--- src/sfdwe_pkg.sv ---
/*
 * constants and carrier types for the selective fd wake emulation mode controller.
 * assumes a frame decoder upstream that delivers accepted classical frames as one-cycle pulses,
 * and a controller core downstream that honours the mode, clear, cancel and transmit outputs.
 */
package sfdwe_pkg;
    localparam int unsigned CLK_HZ = 25_000_000;
    localparam logic [10:0] WAKE_ID = 11'h000;
    localparam int unsigned FLAG_FD_POS = 0;
    localparam int unsigned FLAG_CL_POS = 1;
    localparam int unsigned INTEGRATION_BITS = 13;
    localparam int unsigned MODE_CHANGE_CLKS = 50;
    localparam int unsigned BIT_CLKS = 50;
    localparam logic [10:0] ECHO_ID_XOR = 11'h001;
    localparam logic [1:0] MODE_RX_ONLY = 2'h0;
    localparam logic [1:0] MODE_RESET = 2'h1;
    localparam logic [1:0] MODE_HALT = 2'h2;
    localparam logic [1:0] MODE_OPERATE = 2'h3;
    localparam logic [3:0] REG_CTRL_OFS = 4'h0;
    localparam logic [3:0] REG_STATUS_OFS = 4'h4;
    localparam logic [3:0] REG_COUNT_OFS = 4'h8;

    typedef struct packed {
        logic [10:0] id;
        logic [3:0] dlc;
        logic [63:0] data;
    } sfdwe_frame_t;

    typedef enum {
        SFDWE_LISTEN,
        SFDWE_RESET,
        SFDWE_CHANGE,
        SFDWE_INTEGRATE,
        SFDWE_OPERATE,
        SFDWE_CANCEL,
        SFDWE_HALT
    } sfdwe_state_t;
endpackage : sfdwe_pkg

--- src/sfdwe_idle_counter.sv ---
/*
 * counts consecutive recessive bit times on the synchronised receive level.
 * assumes bit_en is a one-cycle pulse at each bit sample point.
 */
`timescale 1ns/1ps
module sfdwe_idle_counter #(
    parameter int unsigned NEED = 13
) (
    // clock and reset
    input wire logic ref_clk,
    input wire logic reset_n,
    // control
    input wire logic clear,
    input wire logic bit_en,
    input wire logic rx_level,
    // result
    output logic done
);
    logic [7:0] count;

    always_ff @(posedge ref_clk or negedge reset_n)
    begin
        if (!reset_n)
            count <= 8'h00;
        else if (clear)
            count <= 8'h00;
        else if (bit_en && !rx_level)
            count <= 8'h00;
        else if (bit_en && !done)
            count <= count + 8'h01;
    end

    assign done = (count >= 8'(NEED));
endmodule : sfdwe_idle_counter

--- src/sfdwe_top.sv ---
/*
 * mode controller letting a classical-only node share an fd bus by emulated partial networking.
 * assumes frames arrive already decoded and accepted as one-cycle pulses on ref_clk,
 * that can_rx is the raw bus receive pin, and that the core obeys ctrl_mode, the other core control and tx_* outputs.
 */
`timescale 1ns/1ps
module sfdwe_top #(
    parameter int unsigned MODE_CLKS = sfdwe_pkg::MODE_CHANGE_CLKS,
    parameter int unsigned BIT_CYCLES = sfdwe_pkg::BIT_CLKS,
    parameter bit FD_NODE = 1'b0
) (
    // clock and reset
    input wire logic ref_clk,
    input wire logic reset_n,
    // bus receive pin
    input wire logic can_rx,
    // received classical frames
    input wire logic rx_valid,
    input wire sfdwe_pkg::sfdwe_frame_t rx_frame,
    // transmit request to the core
    output logic tx_valid,
    output sfdwe_pkg::sfdwe_frame_t tx_frame,
    input wire logic tx_ready,
    // core control
    output logic [1:0] ctrl_mode,
    output logic clear_errors,
    output logic cancel_pending,
    output logic tx_drive_allow,
    output logic listen_enable,
    input wire logic pending_empty,
    // software view
    input wire logic [3:0] reg_addr,
    input wire logic [31:0] reg_wdata,
    input wire logic reg_write,
    input wire logic reg_read,
    output logic [31:0] reg_rdata
);
    // ****************
    // register map
    // ****************
    localparam logic [3:0] REG_CTRL = sfdwe_pkg::REG_CTRL_OFS;
    localparam logic [3:0] REG_STATUS = sfdwe_pkg::REG_STATUS_OFS;
    localparam logic [3:0] REG_COUNT = sfdwe_pkg::REG_COUNT_OFS;

    sfdwe_pkg::sfdwe_state_t state, next_state;
    logic [2:0] rx_sync;
    logic rx_level;
    logic [7:0] bit_div;
    logic bit_en;
    logic [7:0] mode_cnt;
    logic echo_enable;
    logic [15:0] wake_count;
    logic echo_pending;
    sfdwe_pkg::sfdwe_frame_t echo_frame;
    logic integ_done;

    // ****************
    // pin sampling and bit rate enable
    // ****************
    always_ff @(posedge ref_clk or negedge reset_n)
    begin
        if (!reset_n)
            rx_sync <= 3'b111;
        else
            rx_sync <= {rx_sync[1:0], can_rx};
    end

    always_ff @(posedge ref_clk or negedge reset_n)
    begin
        if (!reset_n)
            rx_level <= 1'b1;
        else if (rx_sync[1] == rx_sync[2])
            rx_level <= rx_sync[2];
    end

    always_ff @(posedge ref_clk or negedge reset_n)
    begin
        if (!reset_n)
            bit_div <= 8'h00;
        else if (bit_en)
            bit_div <= 8'h00;
        else
            bit_div <= bit_div + 8'h01;
    end

    assign bit_en = (bit_div == 8'(BIT_CYCLES - 1));

    // ****************
    // wake-up frame decode
    // ****************
    function automatic logic is_wake(input sfdwe_pkg::sfdwe_frame_t f);
        return (f.id == sfdwe_pkg::WAKE_ID) && (f.dlc != 4'h0);
    endfunction : is_wake

    wire wake_seen = rx_valid && is_wake(rx_frame);
    // fd node acts on the fd flag, classical node on the classical flag
    wire own_flag = FD_NODE ? rx_frame.data[63 - sfdwe_pkg::FLAG_FD_POS]
                            : rx_frame.data[63 - sfdwe_pkg::FLAG_CL_POS];
    wire wake_on = wake_seen && own_flag;
    wire wake_off = wake_seen && !own_flag;
    wire mode_done = (mode_cnt == 8'(MODE_CLKS));
    wire in_operate = (state == sfdwe_pkg::SFDWE_OPERATE);

    // ****************
    // mode sequencer
    // ****************
    always_comb
    begin
        next_state = state;
        unique case (state)
            sfdwe_pkg::SFDWE_LISTEN:
                if (wake_on)
                    next_state = sfdwe_pkg::SFDWE_RESET;
            sfdwe_pkg::SFDWE_RESET:
                next_state = sfdwe_pkg::SFDWE_CHANGE;
            sfdwe_pkg::SFDWE_CHANGE:
                if (mode_done)
                    next_state = sfdwe_pkg::SFDWE_INTEGRATE;
            sfdwe_pkg::SFDWE_INTEGRATE:
                if (integ_done)
                    next_state = sfdwe_pkg::SFDWE_OPERATE;
            sfdwe_pkg::SFDWE_OPERATE:
                if (wake_off)
                    next_state = sfdwe_pkg::SFDWE_CANCEL;
            sfdwe_pkg::SFDWE_CANCEL:
                if (pending_empty)
                    next_state = sfdwe_pkg::SFDWE_HALT;
            sfdwe_pkg::SFDWE_HALT:
                next_state = sfdwe_pkg::SFDWE_LISTEN;
        endcase
    end

    always_ff @(posedge ref_clk or negedge reset_n)
    begin
        if (!reset_n)
            state <= sfdwe_pkg::SFDWE_LISTEN;
        else
            state <= next_state;
    end

    always_ff @(posedge ref_clk or negedge reset_n)
    begin
        if (!reset_n)
            mode_cnt <= 8'h00;
        else if (state != sfdwe_pkg::SFDWE_CHANGE)
            mode_cnt <= 8'h00;
        else if (!mode_done)
            mode_cnt <= mode_cnt + 8'h01;
    end

    sfdwe_idle_counter #(
        .NEED(sfdwe_pkg::INTEGRATION_BITS)
    ) u_idle (
        .ref_clk(ref_clk),
        .reset_n(reset_n),
        .clear(state != sfdwe_pkg::SFDWE_INTEGRATE),
        .bit_en(bit_en),
        .rx_level(rx_level),
        .done(integ_done)
    );

    // ****************
    // core control outputs
    // ****************
    always_ff @(posedge ref_clk or negedge reset_n)
    begin
        if (!reset_n)
        begin
            ctrl_mode <= sfdwe_pkg::MODE_RX_ONLY;
            clear_errors <= 1'b0;
            cancel_pending <= 1'b0;
            tx_drive_allow <= 1'b0;
            listen_enable <= 1'b1;
        end
        else
        begin
            unique case (next_state)
                sfdwe_pkg::SFDWE_RESET: ctrl_mode <= sfdwe_pkg::MODE_RESET;
                sfdwe_pkg::SFDWE_CHANGE: ctrl_mode <= sfdwe_pkg::MODE_RESET;
                sfdwe_pkg::SFDWE_INTEGRATE: ctrl_mode <= sfdwe_pkg::MODE_OPERATE;
                sfdwe_pkg::SFDWE_OPERATE: ctrl_mode <= sfdwe_pkg::MODE_OPERATE;
                sfdwe_pkg::SFDWE_CANCEL: ctrl_mode <= sfdwe_pkg::MODE_OPERATE;
                sfdwe_pkg::SFDWE_HALT: ctrl_mode <= sfdwe_pkg::MODE_HALT;
                default: ctrl_mode <= sfdwe_pkg::MODE_RX_ONLY;
            endcase
            clear_errors <= (next_state == sfdwe_pkg::SFDWE_RESET);
            cancel_pending <= (next_state == sfdwe_pkg::SFDWE_CANCEL);
            tx_drive_allow <= (next_state == sfdwe_pkg::SFDWE_OPERATE)
                || (next_state == sfdwe_pkg::SFDWE_CANCEL);
            listen_enable <= (next_state != sfdwe_pkg::SFDWE_RESET)
                && (next_state != sfdwe_pkg::SFDWE_CHANGE);
        end
    end

    // ****************
    // echo of received frames
    // ****************
    wire echo_take = in_operate && echo_enable && rx_valid && !wake_seen && !echo_pending;
    wire echo_drop = (state != sfdwe_pkg::SFDWE_OPERATE) && (state != sfdwe_pkg::SFDWE_CANCEL);

    always_ff @(posedge ref_clk or negedge reset_n)
    begin
        if (!reset_n)
        begin
            echo_pending <= 1'b0;
            echo_frame <= '0;
        end
        else if (echo_drop || (state == sfdwe_pkg::SFDWE_CANCEL))
            echo_pending <= 1'b0;
        else if (echo_take)
        begin
            echo_pending <= 1'b1;
            echo_frame <= '{id: rx_frame.id ^ sfdwe_pkg::ECHO_ID_XOR, dlc: rx_frame.dlc, data: rx_frame.data};
        end
        // besides a cancel or leaving operate, only a real handshake retires the echo, an early ready must not lose it
        else if (echo_pending && tx_valid && tx_ready)
            echo_pending <= 1'b0;
    end

    always_ff @(posedge ref_clk or negedge reset_n)
    begin
        if (!reset_n)
        begin
            tx_valid <= 1'b0;
            tx_frame <= '0;
        end
        else
        begin
            tx_valid <= echo_pending && in_operate && !(tx_valid && tx_ready);
            tx_frame <= echo_frame;
        end
    end

    // ****************
    // software registers
    // ****************
    always_ff @(posedge ref_clk or negedge reset_n)
    begin
        if (!reset_n)
            echo_enable <= 1'b1;
        else if (reg_write && reg_addr == REG_CTRL)
            echo_enable <= reg_wdata[0];
    end

    always_ff @(posedge ref_clk or negedge reset_n)
    begin
        if (!reset_n)
            wake_count <= 16'h0000;
        else if (reg_write && reg_addr == REG_COUNT)
            wake_count <= 16'h0000;
        else if (wake_seen)
            wake_count <= wake_count + 16'h0001;
    end

    wire [31:0] status_word = {25'h000_0000, echo_pending, tx_drive_allow, ctrl_mode, 3'(state)};
    wire [31:0] read_mux = (reg_addr == REG_CTRL) ? {31'h0000_0000, echo_enable} :
                           (reg_addr == REG_STATUS) ? status_word :
                           (reg_addr == REG_COUNT) ? {16'h0000, wake_count} : 32'h0000_0000;

    always_ff @(posedge ref_clk or negedge reset_n)
    begin
        if (!reset_n)
            reg_rdata <= 32'h0000_0000;
        else if (reg_read)
            reg_rdata <= read_mux;
        else
            reg_rdata <= 32'h0000_0000;
    end
endmodule : sfdwe_top

--- config.mk ---
export PLATFORM = sky130hd
export DESIGN_NAME = sfdwe_top
export DESIGN_NICKNAME = d
export VERILOG_FILES = /design/src/sfdwe_pkg.sv /design/src/sfdwe_idle_counter.sv /design/src/sfdwe_top.sv
export SDC_FILE = /design/constraint.sdc
export NUM_CORES = 1
export LEC_CHECK = 0
export BUFFER_PORTS_ARGS = -buffer_cell sky130_fd_sc_hd__buf_2
export CAP_MARGIN = 10
export CORE_ASPECT_RATIO = 0.8
export CORE_UTILIZATION = 45
export CTS_BUF_LIST = sky130_fd_sc_hd__clkbuf_2
export CTS_CLUSTER_DIAMETER = 60
export DETAILED_ROUTE_END_ITERATION = 6
export GPL_ROUTABILITY_DRIVEN = 0
export PLACE_DENSITY_LB_ADDON = 0.12
export SKIP_CTS_REPAIR_TIMING = 1
export SYNTH_ARGS = -nofsm -noshare
export SYNTH_HDL_FRONTEND = slang
export SYNTH_SLANG_ARGS = --single-unit
--- constraint.sdc ---
create_clock -name ref_clk -period 4.78 [get_ports ref_clk]
set_input_delay 0.478 -clock ref_clk [delete_from_list [all_inputs] [get_ports ref_clk]]
set_output_delay 0.478 -clock ref_clk [all_outputs]
set_load 0.05 [all_outputs]
# [Word-level counts from Yosys, hierarchy flattened]
# Index checks and enable logic that the tools add are counted.
[classes] n_bitwise=2 n_lt_le_gt_ge=1 n_mux=22 reduce_logical=37 eq_ne=29 n_addsub=4
[op_table] cell="$pmux 32 s7" count=1
[op_table] cell="$eq 32x3->1 const B" count=6
[op_table] cell="$mux 32" count=6
[op_table] cell="$eq 32x2->1 const B" count=5
[op_table] cell="$eq 32x4->1 const B" count=4
[op_table] cell="$ne 32x3->1 const B" count=3
[op_table] cell="$mux 16" count=5
[op_table] cell="$eq 32x1->1 const B" count=2
[op_table] cell="$ne 32x4->1 const B" count=2
[op_table] cell="$mux 8" count=6
[op_table] cell="$logic_not 32->1" count=1
[op_table] cell="$ne 32x2->1 const B" count=1
[op_table] cell="$add 8x1->8 const B" count=3
[op_table] cell="$logic_and 1x1->1" count=19
[op_table] cell="$add 16x1->16 const B" count=1
[op_table] cell="$eq 8x6->1 const B" count=2
[op_table] cell="$logic_not 11->1" count=1
[op_table] cell="$ge 8x4->1 const B" count=1
[op_table] cell="$logic_not 1->1" count=6
[op_table] cell="$pmux 2 s3" count=1
[op_table] cell="$reduce_bool 3->1" count=2
[op_table] cell="$eq 4x3->1 const B" count=1
[op_table] cell="$eq 4x4->1 const B" count=1
[op_table] cell="$logic_not 4->1" count=1
[op_table] cell="other kinds (10)" count=14
[word_totals] out_inout_bits=118 in_bits=123 reg_bits=275 wordCells=117

# [Longest topological paths before layout]
[logic_depth] depth_word=9 depth_mapped=10 depth_no_buf=9

# [Cells and area by module]
# Synthesis repeated with hierarchy kept, for this count alone.
[unflattened] hier_cells=666 hier_area_um2=9441.6
[by_module_without_submodules] mod="sfdwe_top" cells_each=627 seq_area_each_um2=6288.5 area_per_inst_um2=9016.1 n_inst=1
[by_module_without_submodules] mod="sfdwe_idle_counter" cells_each=39 seq_area_each_um2=200.2 area_per_inst_um2=425.4 n_inst=1

# [Worst setup path before layout]
# No wires, ideal clock.
[synth_path] kind="input-to-reg" startpoint="input port rx_frame[74] in the netlist's numbering" endpoint="register listen_enable" n_path_buf=2 t_arrival_ps=2471 stages=8 path_slack_ps=2221 setup_ps=88 t_required_ps=4692 cell_sequence="or4_1 > nor4_1 > buf_4 > nand2_1 > a22o_1 > a22o_1 > buf_2 > or3_1"
[synth_via] elab_chain_cells=8 word_cells_on_any_way=11 cone_classes="eq/ne (2); mux (3); reduce/logical (6)"
[synth_rtl] item="from (decl)" line_no="sfdwe_top.sv:19" source="input wire sfdwe_pkg::sfdwe_frame_t rx_frame,"
[synth_rtl] item="$logic_not 11->1 (*)" line_no="sfdwe_top.sv:92" source="return (f.id == sfdwe_pkg::WAKE_ID) && (f.dlc != 4'h0);"
[synth_rtl] item="$logic_and 1x1->1 (*)" line_no="sfdwe_top.sv:92"
[synth_rtl] item="$logic_and 1x1->1 (*)" line_no="sfdwe_top.sv:95" source="wire wake_seen = rx_valid && is_wake(rx_frame);"
[synth_rtl] item="$logic_and 1x1->1 (on tied branches)" line_no="sfdwe_top.sv:100, sfdwe_top.sv:99"
[synth_rtl] item="$mux 32 (on tied branches)" line_no="sfdwe_top.sv:123, sfdwe_top.sv:112"
[synth_rtl] item="$pmux 32 s7 (*)" line_no="sfdwe_top.sv:110" source="unique case (state)"
[synth_rtl] item="named net next_state[2]" line_no="sfdwe_top.sv:45" source="sfdwe_pkg::sfdwe_state_t state, next_state;"
[synth_rtl] item="$ne 32x2->1 or $ne 32x3->1 (tied branches)" line_no="sfdwe_top.sv:190, sfdwe_top.sv:191"
[synth_rtl] item="$logic_and 1x1->1 (*)" line_no="sfdwe_top.sv:191" source="&& (next_state != sfdwe_pkg::SFDWE_CHANGE);"
[synth_rtl] item="to (signal assigned)" line_no="sfdwe_top.sv:190" source="listen_enable <= (next_state != sfdwe_pkg::SFDWE_RESET)"
[synth_rtl] item="to (decl)" line_no="sfdwe_top.sv:29" source="output logic listen_enable,"
# The timed path passes the listed nets; every way through them passes the cells marked *.
# A chain may end at the register's enable or synchronous reset.

# [Worst setup path in the final report]
[layout_path] startpoint="input port rx_frame[74] in the netlist's numbering" endpoint="register echo_frame[6] in the netlist's numbering"
[layout_via] elab_chain_cells=7
[layout_rtl] item="$logic_not 11->1" line_no="sfdwe_top.sv:92"
[layout_rtl] item="$logic_and 1x1->1" line_no="sfdwe_top.sv:92"
[layout_rtl] item="$logic_and 1x1->1" line_no="sfdwe_top.sv:95"
[layout_rtl] item="$logic_not 1->1" line_no="sfdwe_top.sv:198" source="wire echo_take = in_operate && echo_enable && rx_valid && !wake_seen && !echo_pending;"
[layout_rtl] item="$logic_and 1x1->1 (2 in a row)" line_no="sfdwe_top.sv:198"
[layout_rtl] item="$reduce_and 2->1 (no line)"
[layout_rtl] item="to (signal assigned)" line_no="sfdwe_top.sv:213" source="echo_frame <= '{id: rx_frame.id ^ sfdwe_pkg::ECHO_ID_XOR, dlc: rx_frame.dlc, data: rx_frame.data};"
[layout_rtl] item="to (decl)" line_no="sfdwe_top.sv:54" source="sfdwe_pkg::sfdwe_frame_t echo_frame;"
# No other way between the ends.

==> results.toml <==
[floorplanning]
die_y_um = 131.3
core_um2 = 20140
die_w_um = 163.7
initial_core_util = 0.4670
io_pins = 241
dieArea_um2 = 21490
fp-row-count = 46

[global_route]
antenna_found_initial = 1
first_global_vias = 6344
grt_max_degree = 128
grt-ovfl-total = 0
track_usage = 0.1858
grt_pass1_wl_mm = 31.50

[pwr]
vdd.ir_drop.worst_uv = 169.5
p_leak_nw = 6.678
finalPower_w = 0.003993
power.density_nw_per_um2 = 333.3

[detailed_routing]
vias = 6685
wl_per_cell_um = 13.95
first_pass_iters = 5
vias_per_cell = 4.614
drtIter0Drc = 434
totalWireLength_mm = 20.22
drc = 0
antenna_left = 0

[timing]
setup_slack_ns = 1.978
finalCritPeriodShare = 0.5863
hold_viol = 0
tightest_slew_ns = 0.8727
setup_viol = 0
relSlewSlack = 0.4182
fin_setup_tns_ns = 0
period_needed_ns = 2.802
slew_viol_final = 0
fin_skew_ns = 0.04805
rsz0062_at_grt = "no"
fmax_ghz = 0.3568

[layout]
area_growth_pct = 27.36
final_cell_mix = "253 x dfrtp_1, 246 x nand2_1, 192 x buf_2"
drive_gt1_frac = 0.2703
nets = 1274
final_common_cell = "dfrtp_1"

[worst_setup_path]
worstPathArrival_ns = 3.50
cp-startpoint = "rx_frame[74]"
worstSetupPathType = "input port to flip-flop"
endpoint = "echo_frame[6]"
required_ns = 5.48
cp-start-kind = "input port"
end_kind = "flip-flop"
rr_worst_depth = 7
path_max_fanout = 51
rrSetupSlack_ns = 1.98
worstReg2RegStart = "state[5]"
cp_slowest_stage_delay_ns = 0.54
cpMaxStageDelayCell = "dlygate4sd3_1"
r2r-end = "echo_frame[6]"
crit_chain = "dlygate4sd3_1 > buf_2 > or4_1 > nor4_2 > buf_4 > nand4bb_1 > or4_2 > buf_4 > nand2_1 > nand2_1"

[yosys]
synth_edf_count = 0
synth_ff_type = "dfrtp_1"
synth-async-reset-ratio = 1.000
syn_area_um2 = 9408
syn_inst = 825
yosys_warnings = 0
syn_area_per_cell_um2 = 11.40
ys_seq_elements = 259
yosysUniqueCellTypes = 53
yosysSeqAreaShare = 0.6897

[placed_design]
pre_cts_ws_ns = 1.753
dp_hpwl_mm = 12.40
port_buffers = 193

[cts]
htreeDepth = 3
cts_num_sinks = 259
clock_path_buffers = 3
cts_inserted_buffers = 66
clock_latency_ns = 0.79
tritoncts = "built"
clkTransAtPathRegs_ns = 0.10
clock-root-buffer = "clkbuf_2"

[hold_path]
worstHoldStart = "rx_frame[62]"
hp-class = "input port to flip-flop"

[status]
status = "completed"

[run]
cap_violations = 0
-- power by group --
group | switching, W | leakage (nW) | internal [W] | total, W
Sequential | 0.0000225 | 3.58 | 0.00221 | 0.00224
Clock | 0.000864 | 0.418 | 0.000523 | 0.00139
Combinational | 0.000231 | 2.68 | 0.000137 | 0.000368
Total | 0.00112 | 6.68 | 0.00288 | 0.00399
-- routing by layer --
layer,global-route usage,routed length [um]
met5,0,0
met1,0.2587,9393
met3,0.05966,1221
met2,0.2733,9191
met4,0.06481,412
-- Yosys cell counts, drive strengths merged (6+ instances only) --
cell,n,area [um2]
and3,14,87.58
nor2b,32,200.2
a22oi,6,45.04
nand2,246,923.4
a21oi,8,40.04
xor2,19,166.4
nand3,20,100.1
dfstp,6,157.7
dfrtp,253,6331
clkbuf,24,90.09
xnor2,12,105.1
and2,12,76.33
nor4,13,81.33
nand4,6,37.54
buf,25,167.7
inv,12,45.04
nor2,59,221.5
ha,8,100.1
-- logic make-up (layout without fill, tap and decap cells) --
logic type / after synthesis / after routing / share of synthesized area
flip-flops: 259 / 259 / 0.6897
multiplexers: 5 / 5 / 0.005586
AND/OR/NAND/NOR: 423 / 423 / 0.2015
AO/OA/AOI/OAI: 36 / 36 / 0.03006
buffers and inverters: 61 / 405 / 0.03219
other: 1 / 17 / 0.0003986
adder cells (fa/ha/maj): 9 / 9 / 0.01170
XOR/XNOR: 31 / 31 / 0.02886
-- worst min path at each step --
| stage | to | slack (ns) | cells after the start |
|---|---|---|---|
| after floorplan | bit_div[0] | 0.18 | 0 |
| after global placement | rx_sync[1] | 0.35 | 0 |
| after detailed placement | rx_sync[1] | 0.35 | 0 |
| after CTS | wake_count[13] | -0.38 | 1 |
| after global routing | echo_frame[62] | 0.004 | 3 |
| final | echo_frame[62] | 0.07 | 3 |
-- cell type report --
type                       count  area (um2)
tap                          264       330.3
multi-input combinational    520        2690
sequential                   259        6489
clock inverter                16       77.57
antenna                        1       2.502
inverter                      12       45.04
clock buffer                  93       465.4
fill                        1756        8163
timing repair buffer         284        1882
-- worst max-delay path: cells and delay by family --
family / cells / cell delay, ns
AND/OR/NAND/NOR: 6 / 1.57
buffers and inverters: 4 / 1.43
-- state kept, by name (all words and copies together), names as in the netlist, 2 cells and up --
register      cells
state            32
ctrl_mode         2
u_idle.count      8
tx_frame         79
wake_count       16
reg_rdata        16
bit_div           8
mode_cnt          8
rx_sync           3
echo_frame       79
-- metrics by stage --
step	cell area [um2]	utilization	std cells	hold slack [ns]
after floorplan	9464	-	840	0.1824
after global placement	10600	0.5260	1255	0.3470
after detailed placement	10600	0.5260	1255	0.3514
after CTS	11140	0.5529	1364	-0.3776
after global routing	11980	0.5948	1449	0.003628
final	11980	0.5948	1449	0.06987
(Power assumes the default switching activity.)
